**src/hdl/bstap_map.vh**
```
// constants of the boundary-scan tap port
// Contract
// - mode select captured on each test clock rise advances the state machine
// - serial data input captured on each rise into the selected scan register
// - serial data output changes only on test clock falling edges
// - data output high impedance whenever no scan register is shifting
// - output enable changes only after a test clock falling edge
// - low test reset holds controller in reset and output high impedance
// - undriven mode select and data input read as logic one
`ifndef BSTAP_MAP_VH
`define BSTAP_MAP_VH
`define BSTAP_ST_RESET 4'h0
`define BSTAP_ST_IDLE 4'h1
`define BSTAP_ST_SELDR 4'h2
`define BSTAP_ST_CAPDR 4'h3
`define BSTAP_ST_SHDR 4'h4
`define BSTAP_ST_EX1DR 4'h5
`define BSTAP_ST_PAUDR 4'h6
`define BSTAP_ST_EX2DR 4'h7
`define BSTAP_ST_UPDR 4'h8
`define BSTAP_ST_SELIR 4'h9
`define BSTAP_ST_CAPIR 4'ha
`define BSTAP_ST_SHIR 4'hb
`define BSTAP_ST_EX1IR 4'hc
`define BSTAP_ST_PAUIR 4'hd
`define BSTAP_ST_EX2IR 4'he
`define BSTAP_ST_UPIR 4'hf
`define BSTAP_IR_W 4
`define BSTAP_IR_BYPASS 4'hf
`define BSTAP_IR_IDCODE 4'h1
`define BSTAP_IR_CAPT 4'h1
// arbitrary neutral identification value
`define BSTAP_IDCODE 32'h00000001
`define BSTAP_SYNC_W 6
`define BSTAP_PIN_CLK 0
`define BSTAP_PIN_MSEL 1
`define BSTAP_PIN_MSEL_OE 2
`define BSTAP_PIN_DIN 3
`define BSTAP_PIN_DIN_OE 4
`define BSTAP_PIN_RST 5
// idle levels: clock low, pins high, enables off, test reset on
`define BSTAP_SYNC_RST 6'h0a
`endif

```
**src/hdl/bstap_port.v**
```verilog
// boundary-scan test access port, sampled on the system clock
`timescale 1ns/1ps
`include "bstap_map.vh"
module bstap_port
(
    input wire clk,
    input wire rst_n,
    input wire tap_clk,
    input wire tap_mode_sel,
    input wire tap_mode_sel_oe,
    input wire tap_data_in,
    input wire tap_data_in_oe,
    input wire tap_reset_n,
    output reg tap_data_out,
    output reg tap_data_out_oe
);
// ------------------------------------------------------------
// input synchronisers
// ------------------------------------------------------------
// pins and their enables pass two flops before any logic
wire [`BSTAP_SYNC_W-1:0] pinRaw;
wire [`BSTAP_SYNC_W-1:0] pinSync;
wire [`BSTAP_SYNC_W-1:0] pinRstVal;
wire tckS;
wire tmsS;
wire tdiS;
wire trstS;
assign pinRaw[`BSTAP_PIN_CLK] = tap_clk;
assign pinRaw[`BSTAP_PIN_MSEL] = tap_mode_sel;
assign pinRaw[`BSTAP_PIN_MSEL_OE] = tap_mode_sel_oe;
assign pinRaw[`BSTAP_PIN_DIN] = tap_data_in;
assign pinRaw[`BSTAP_PIN_DIN_OE] = tap_data_in_oe;
assign pinRaw[`BSTAP_PIN_RST] = tap_reset_n;
assign pinRstVal = `BSTAP_SYNC_RST;
genvar g;
generate
    for (g = 0; g < `BSTAP_SYNC_W; g = g + 1)
    begin : gSync
        bstap_sync uSync
        (
            .clk(clk),
            .rstN(rst_n),
            .rstVal(pinRstVal[g]),
            .din(pinRaw[g]),
            .dout(pinSync[g])
        );
    end
endgenerate
// ------------------------------------------------------------
// pull-ups on undriven inputs
// ------------------------------------------------------------
// value and enable resolved only after both are synchronised
assign tckS = pinSync[`BSTAP_PIN_CLK];
assign trstS = pinSync[`BSTAP_PIN_RST];
assign tmsS = pinSync[`BSTAP_PIN_MSEL_OE] ?
    pinSync[`BSTAP_PIN_MSEL] : 1'b1;
assign tdiS = pinSync[`BSTAP_PIN_DIN_OE] ?
    pinSync[`BSTAP_PIN_DIN] : 1'b1;
// ------------------------------------------------------------
// test clock edge detection
// ------------------------------------------------------------
// history resets low like the idle clock: no false rise after reset
reg tckPrev_r;
wire tckRise;
wire tckFall;
assign tckRise = tckS & ~tckPrev_r;
assign tckFall = ~tckS & tckPrev_r;
always @(posedge clk)
begin
    if (!rst_n)
        tckPrev_r <= 1'b0;
    else
        tckPrev_r <= tckS;
end
// ------------------------------------------------------------
// controller state machine
// ------------------------------------------------------------
// a low test reset overrides any clock edge
reg [3:0] state_r;
reg [3:0] state_nxt;
always @*
begin
    case (state_r)
        `BSTAP_ST_RESET:
            state_nxt = tmsS ? `BSTAP_ST_RESET : `BSTAP_ST_IDLE;
        `BSTAP_ST_IDLE:
            state_nxt = tmsS ? `BSTAP_ST_SELDR : `BSTAP_ST_IDLE;
        `BSTAP_ST_SELDR:
            state_nxt = tmsS ? `BSTAP_ST_SELIR : `BSTAP_ST_CAPDR;
        `BSTAP_ST_CAPDR:
            state_nxt = tmsS ? `BSTAP_ST_EX1DR : `BSTAP_ST_SHDR;
        `BSTAP_ST_SHDR:
            state_nxt = tmsS ? `BSTAP_ST_EX1DR : `BSTAP_ST_SHDR;
        `BSTAP_ST_EX1DR:
            state_nxt = tmsS ? `BSTAP_ST_UPDR : `BSTAP_ST_PAUDR;
        `BSTAP_ST_PAUDR:
            state_nxt = tmsS ? `BSTAP_ST_EX2DR : `BSTAP_ST_PAUDR;
        `BSTAP_ST_EX2DR:
            state_nxt = tmsS ? `BSTAP_ST_UPDR : `BSTAP_ST_SHDR;
        `BSTAP_ST_UPDR:
            state_nxt = tmsS ? `BSTAP_ST_SELDR : `BSTAP_ST_IDLE;
        `BSTAP_ST_SELIR:
            state_nxt = tmsS ? `BSTAP_ST_RESET : `BSTAP_ST_CAPIR;
        `BSTAP_ST_CAPIR:
            state_nxt = tmsS ? `BSTAP_ST_EX1IR : `BSTAP_ST_SHIR;
        `BSTAP_ST_SHIR:
            state_nxt = tmsS ? `BSTAP_ST_EX1IR : `BSTAP_ST_SHIR;
        `BSTAP_ST_EX1IR:
            state_nxt = tmsS ? `BSTAP_ST_UPIR : `BSTAP_ST_PAUIR;
        `BSTAP_ST_PAUIR:
            state_nxt = tmsS ? `BSTAP_ST_EX2IR : `BSTAP_ST_PAUIR;
        `BSTAP_ST_EX2IR:
            state_nxt = tmsS ? `BSTAP_ST_UPIR : `BSTAP_ST_SHIR;
        `BSTAP_ST_UPIR:
            state_nxt = tmsS ? `BSTAP_ST_SELDR : `BSTAP_ST_IDLE;
        default: state_nxt = `BSTAP_ST_RESET;
    endcase
end
always @(posedge clk)
begin
    if (!rst_n || !trstS)
        state_r <= `BSTAP_ST_RESET;
    else if (tckRise)
        state_r <= state_nxt;
end
// ------------------------------------------------------------
// instruction and data scan registers
// ------------------------------------------------------------
reg [`BSTAP_IR_W-1:0] irShift_r;
reg [`BSTAP_IR_W-1:0] ir_r;
reg [31:0] idShift_r;
reg bypass_r;
wire shiftDr;
wire shiftIr;
assign shiftDr = (state_r == `BSTAP_ST_SHDR);
assign shiftIr = (state_r == `BSTAP_ST_SHIR);
always @(posedge clk)
begin
    if (!rst_n || !trstS)
    begin
        irShift_r <= `BSTAP_IR_CAPT;
        ir_r <= `BSTAP_IR_IDCODE;
    end
    else if (tckRise)
    begin
        case (state_r)
            `BSTAP_ST_RESET:
                ir_r <= `BSTAP_IR_IDCODE;
            `BSTAP_ST_CAPIR:
                irShift_r <= `BSTAP_IR_CAPT;
            `BSTAP_ST_SHIR:
                irShift_r <= {tdiS, irShift_r[`BSTAP_IR_W-1:1]};
            `BSTAP_ST_UPIR:
                ir_r <= irShift_r;
            default:
                ir_r <= ir_r;
        endcase
    end
end
// ------------------------------------------------------------
// data register path: identification or bypass
// ------------------------------------------------------------
always @(posedge clk)
begin
    if (!rst_n || !trstS)
    begin
        idShift_r <= `BSTAP_IDCODE;
        bypass_r <= 1'b0;
    end
    else if (tckRise)
    begin
        case (state_r)
            `BSTAP_ST_CAPDR:
            begin
                idShift_r <= `BSTAP_IDCODE;
                bypass_r <= 1'b0;
            end
            `BSTAP_ST_SHDR:
            begin
                if (ir_r == `BSTAP_IR_IDCODE)
                    idShift_r <= {tdiS, idShift_r[31:1]};
                else
                    bypass_r <= tdiS;
            end
            default:
                bypass_r <= bypass_r;
        endcase
    end
end
// ------------------------------------------------------------
// serial output, retimed to the falling edge
// ------------------------------------------------------------
reg drBit;
reg outBit_nxt;
reg outOe_nxt;
always @*
begin
    if (ir_r == `BSTAP_IR_IDCODE)
        drBit = idShift_r[0];
    else
        drBit = bypass_r;
end
// held between falls; only a fall loads new values
always @*
begin
    outBit_nxt = tap_data_out;
    outOe_nxt = tap_data_out_oe;
    if (tckFall)
    begin
        outBit_nxt = shiftIr ? irShift_r[0] : drBit;
        outOe_nxt = shiftIr | shiftDr;
    end
end
always @(posedge clk)
begin
    if (!rst_n || !trstS)
    begin
        tap_data_out <= 1'b0;
        tap_data_out_oe <= 1'b0;
    end
    else
    begin
        tap_data_out <= outBit_nxt;
        tap_data_out_oe <= outOe_nxt;
    end
end
endmodule

```
**src/hdl/bstap_sync.v**
```verilog
// two-flop synchroniser for asynchronous inputs
`timescale 1ns/1ps
module bstap_sync
(
    input wire clk,
    input wire rstN,
    input wire rstVal,
    input wire din,
    output reg dout
);
reg meta_r;
always @(posedge clk)
begin
    if (!rstN)
    begin
        meta_r <= rstVal;
        dout <= rstVal;
    end
    else
    begin
        meta_r <= din;
        dout <= meta_r;
    end
end
endmodule

```
**config.mk**
```make
export PLATFORM = sky130hd
export DESIGN_NAME = bstap_port
export DESIGN_NICKNAME = d
export VERILOG_FILES = /design/src/hdl/bstap_port.v /design/src/hdl/bstap_sync.v
export VERILOG_INCLUDE_DIRS = /design/src /design/src/hdl
export SDC_FILE = /design/constraint.sdc
export NUM_CORES = 1
export LEC_CHECK = 0
export ABC_CLOCK_PERIOD_IN_PS = 2140
export BUFFER_PORTS_ARGS = -buffer_cell sky130_fd_sc_hd__buf_2
export CORE_UTILIZATION = 58
export CTS_CLUSTER_SIZE = 25
export DETAILED_ROUTE_END_ITERATION = 10
export HOLD_SLACK_MARGIN = 0.02
export PLACE_DENSITY_LB_ADDON = 0.3
export SYNTH_ARGS = -nofsm -noshare
export SYNTH_HDL_FRONTEND = slang
export SYNTH_SLANG_ARGS = --single-unit
```
**constraint.sdc**
```tcl
create_clock -name clk -period 2.14 [get_ports clk]
set_input_delay 0.107 -clock clk [delete_from_list [all_inputs] [get_ports clk]]
set_output_delay 0.107 -clock clk [all_outputs]
set_load 0.03 [all_outputs]
```
* Word level (Yosys, flattened, before mapping) *
Index checks and enable logic that the tools add are counted.
W data, S select, Z words.

word-level totals
  logic and storage cells = 80
  register bits = 60
  output and inout port bits = 2
  input bits = 8

operators by class
  reductions and logical operators = 14
  equal/unequal tests = 18
  bitwise operators = 5
  muxes and demuxes = 23

operator list
  kind                  count
  $pmux W32 S2          1
  $pmux W4 S12          1
  $eq A4 B4 Y1 const B  8
  $mux W32              1
  $eq A4 B3 Y1 const B  4
  $mux W4               4
  $pmux W4 S2           2
  $eq A4 B1 Y1 const B  2
  $eq A4 B2 Y1 const B  2
  $mux W1               8
  $mux W2               3
  $mux W3               2
  $reduce_and A3 Y1     2
  $reduce_bool A2 Y1    3
  $logic_not A4 Y1      1
  $reduce_and A2 Y1     2
  $reduce_or A2 Y1      2
  $reduce_or A3 Y1      1
  $and A1 B1 Y1         2
  $logic_not A1 Y1      2
  $ne A2 B1 Y1 const B  1
  $ne A2 B2 Y1 const B  1
  $not A1 Y1            2
  $pmux W1 S2           1
  other kinds (2)       2

* Logic depth before layout (Yosys ltp) *
  depth in word-level cells = 3
  gate-level depth with buffers = 6
  depth with buffers taken out = 4

* Hierarchy *
From an unflattened synthesis, not the netlist that was laid out.

second synthesis, totals
  cells, all modules = 253
  area total of the unflattened synthesis = 2342.2 um2

by module, submodules not included
  module      instances  seq. area each (um2)  area an instance (um2)  cells an instance
  bstap_port  1          960.9                 1966.9                  229
  bstap_sync  6          40.0                  62.6                    4

* Least setup slack after synthesis *
Ideal clock, no wire load.

  path kind = register to register
  from = register state_r[0]
  to = register bypass_r
  arrival time = 1.537 ns
  library setup time = 0.071 ns
  path buffers = 1
  stages on the path, launching flop included = 5
  clock period less this slack = 1.608 ns
  required time = 2.069 ns
  path slack = 0.532 ns
  cell sequence = dfxtp_1 buf_6 or4b_4 or4_1 a21oi_1

on the way
  longest elaborated chain between the ends = 3
  elaborated cells between the ends (all ways) = 6
  those cells by class = 3 x eq/ne; 1 x mux; 2 x reduce/logical

ends and longest elaborated chain
  element                                                                     RTL line          source
  start: declaration                                                          bstap_port.v:79   reg [3:0] state_r;
  start signal: assignment                                                    bstap_port.v:122  state_r <= `BSTAP_ST_RESET;
  start signal: assignment                                                    bstap_port.v:124  state_r <= state_nxt;
  $eq A4 B3 Y1 / $eq A4 B2 Y1 (equally long branches)                         bstap_port.v:172  case (state_r)
  $ne A2 B2 Y1 (no source line) / $reduce_bool A2 Y1 (equally long branches)  --
  $reduce_and A3 Y1 (no source line)                                          --
  end signal: assignment                                                      bstap_port.v:183  bypass_r <= tdiS;
  end signal: assignment                                                      bstap_port.v:186  bypass_r <= bypass_r;
  end: declaration                                                            bstap_port.v:132  reg bypass_r;

Parallel ways exist; a longest one is shown, timed or not.
A chain may end at the register's enable or synchronous reset.

* Final worst setup path *
  from = register ir_r[1]
  to = register idShift_r[31]

on the way
  longest elaborated chain between the ends = 3

ends and longest elaborated chain
  element                             RTL line          source
  start: declaration                  bstap_port.v:130  reg [`BSTAP_IR_W-1:0] ir_r;
  start signal: assignment            bstap_port.v:142  ir_r <= `BSTAP_IR_IDCODE;
  start signal: assignment            bstap_port.v:148  ir_r <= `BSTAP_IR_IDCODE;
  start signal: assignment            bstap_port.v:154  ir_r <= irShift_r;
  $eq A4 B1 Y1 (no source line)       --
  $ne A2 B1 Y1 (no source line)       --
  $reduce_and A3 Y1 (no source line)  --
  end signal: assignment              bstap_port.v:167  idShift_r <= `BSTAP_IDCODE;
  end signal: assignment              bstap_port.v:175  idShift_r <= `BSTAP_IDCODE;
  end signal: assignment              bstap_port.v:181  idShift_r <= {tdiS, idShift_r[31:1]};
  end: declaration                    bstap_port.v:131  reg [31:0] idShift_r;

Every way passes these cells.

==> results.sh <==
export IMPL_min_path_cells=2
export IMPL_yosys_area_top_type="dfxtp_1"
export IMPL_viasPerCell=5.65
export IMPL_maxCapViolations=0
export IMPL_dr_pass1_iters=5
export IMPL_grt_use_total_pct=22.3
export IMPL_drc=0
export IMPL_synth_top_area_share_pct=52.7
export IMPL_dpl_cell_area_mm2=0.00235
export IMPL_status="finished, final reports clean"
export IMPL_cts_resized=0
export IMPL_io_pins=10
export IMPL_stdcell_area_mm2=0.00258
export IMPL_synth_adder_area_share_pct=0
export IMPL_grt_max_degree=32
export IMPL_synthMuxAreaShare_pct=0.879
export IMPL_power_density_mw_per_mm2=788
export IMPL_gp_congestion=0.850
export IMPL_nets=272
export IMPL_worstPathMaxFanout=14
export IMPL_postSynthAreaPerCell_um2=9.04
export IMPL_ys_flop_type="dfxtp_1"
export IMPL_synth_area_leaders="dfxtp_1 53%, o22ai_1 8.2%, nand2_1 6.9%"
export IMPL_portBuffers=9
export IMPL_synthCells=252
export IMPL_dp_hpwl_um=2510
export IMPL_row_count=22
export IMPL_final_util_pct=69.5
export IMPL_cts_tree="yes"
export IMPL_period_needed_ns=1.81
export IMPL_fill_cells=304
export IMPL_cts_buffers=9
export IMPL_critPathRequiredTime_ns=2.38
export IMPL_synth_xor_area_share_pct=0
export IMPL_startpoint="ir_r[1]$_SDFFE_PP0P_"
export IMPL_synth_top_family_by_area="simple AND/OR/NAND/NOR gates"
export IMPL_whs_ns=0.0592
export IMPL_core_area_mm2=0.00372
export IMPL_rr_startpoint="ir_r[1]$_SDFFE_PP0P_"
export IMPL_tightest_slew_ns=0.557
export IMPL_fin_worst_skew_ns=0.00826
export IMPL_max_freq_mhz=553
export IMPL_ys_ff_latch=60
export IMPL_setup_viol=0
export IMPL_grt_antenna_before_repair=0
export IMPL_synth_edf_count=0
export IMPL_drive_gt1_share_pct=13.0
export IMPL_synth_common_cells="60 x dfxtp_1, 42 x nand2_1, 30 x o22ai_1"
export IMPL_areaGrowthSynthToFinish_pct=13.4
export IMPL_grt_setup_unrepaired="no"
export IMPL_htreeDepth=3
export IMPL_crit_path_end_kind="register"
export IMPL_ys_async_sr_fraction_pct=0
export IMPL_finalCritPeriodShare_pct=84.4
export IMPL_hold_buffers=6
export IMPL_overflow=0
export IMPL_maxSlewViolCount=0
export IMPL_regArea_mm2=0.00120
export IMPL_yosys_area_share_simple_pct=22.5
export IMPL_cp_arrival_ns=2.04
export IMPL_grt_pass1_wl_um=7130
export IMPL_synth_compound_area_share_pct=19.2
export IMPL_vdd_ir_drop_max_mv=0.616
export IMPL_wl_um=4080
export IMPL_multiInputGateArea_um2=975
export IMPL_syn_area_mm2=0.00228
export IMPL_clock_path_buffers=2
export IMPL_seq_area_frac_synth_pct=52.7
export IMPL_diodes=0
export IMPL_post_cts_setup_buffer_count=0
export IMPL_hold_start="rst_n"
export IMPL_ys_types=40
export IMPL_reg2regPathDepth=5
export IMPL_postRouteAntennaNets=0
export IMPL_criticalPathCategory="reg -> reg"
export IMPL_die_area_mm2=0.00418
export IMPL_synth_most_common_cell="dfxtp_1"
export IMPL_critPathLaunchType="register"
export IMPL_routedWlPerCell_um=12.9
export IMPL_grt_pass1_vias=1592
export IMPL_yosysWarnings=0
export IMPL_fp_dieW_um=64.7
export IMPL_power_mw=2.03
export IMPL_die_y_um=64.7
export IMPL_hold_class="in -> reg"
export IMPL_start_util_pct=61.3
export IMPL_num_vias=1792
export IMPL_clkTransAtPathRegs_ns=0.07
export IMPL_hold_viol_final=0
export IMPL_root_buffer="clkbuf_8"
export IMPL_clock_sinks=60
export IMPL_setup_tns_ns=0
export IMPL_p_leak_nw=0.914
export IMPL_drtIter0Drc=147
export IMPL_syn_num_nets=260
export IMPL_worst_skew_pair_late_latency_ns=0.33
export IMPL_slew_headroom_pct=62.8
[path summary, 6_finish.rpt]
kind / slack (ns) / endpoint
setup / recovery: 0.33 / idShift_r[31]$_SDFFE_PP0P_
hold / removal: 0.06 / gSync[3].uSync.dout$_SDFF_PN1_
setup reg to reg: 0.33 / idShift_r[31]$_SDFFE_PP0P_
hold reg to reg: 0.41 / gSync[1].uSync.dout$_SDFF_PN1_
[area by class of cell]
class,count,area share [%]
Tap cell,48,2.33
Sequential cell,60,46.5
Inverter,3,0.436
Timing Repair Buffer,23,6.40
Clock inverter,4,0.969
Multi-Input combinational cell,167,37.7
Clock buffer,12,5.62
[report_power, final]
part	switching [mW]	internal, mW	leakage [nW]	total [mW]
clock network	0.408	0.448	0.0824	0.856
logic	0.0233	0.0238	0.346	0.0471
registers	0.00374	1.13	0.486	1.13
[registers in the layout, indices dropped and copies added, names as in the netlist]
register and flops:
tap_data_out 1, bypass_r 1, tap_data_out_oe 1, tckPrev_r 1
idShift_r 32, ir_r 4, gSync.uSync.meta_r 6, state_r 4
gSync.uSync.dout 6, irShift_r 4
[cells by family after synthesis]
family	count (synthesis)
compound gates	66
buf+inv	25
flops	60
mux	2
simple gates	99
[routing by layer]
metal | GRT usage [%] | part of all wire, %
met1 | 29.6 | 49
met2 | 33.6 | 47
met3 | 4.75 | 2.8
met4 | 12.2 | 1.2
met5 | 0 | 0
[through the flow]
stage | setup slack, ns | cells
after detailed placement | 0.389 | 295
final | 0.333 | 317
after global placement | 0.402 | 295
after CTS | 0.361 | 317
after floorplan | 0.532 | 252
after global routing | 0.200 | 317
[critical path: stages (launching register included)]
cell and delay [ns]:
dfxtp_1 0.32, nor4b_2 0.55, and4_1 0.33, nand2_1 0.09, buf_4 0.19, o32ai_1 0.25
[layout by cell type, fill, tap and decap left out, drive strengths merged, types with 2 or more instances in the layout]
cell type / count
dfxtp: 60
nand2: 42
o22ai: 30
buf: 17
a21oi: 13
clkbuf: 12
nor2: 10
and2: 10
nand2b: 8
nand3: 6
dlygate4sd3: 6
o21ai: 4
nor3: 4
nor2b: 3
inv: 3
a22o: 3
o32ai: 3
a22oi: 3
and4: 2
or3: 2
nand4: 2
or4: 2
o211ai: 2
nand4b: 2
mux2i: 2
clkinv: 2
clkinvlp: 2
nor4b: 2
(Power assumes the default switching activity.)
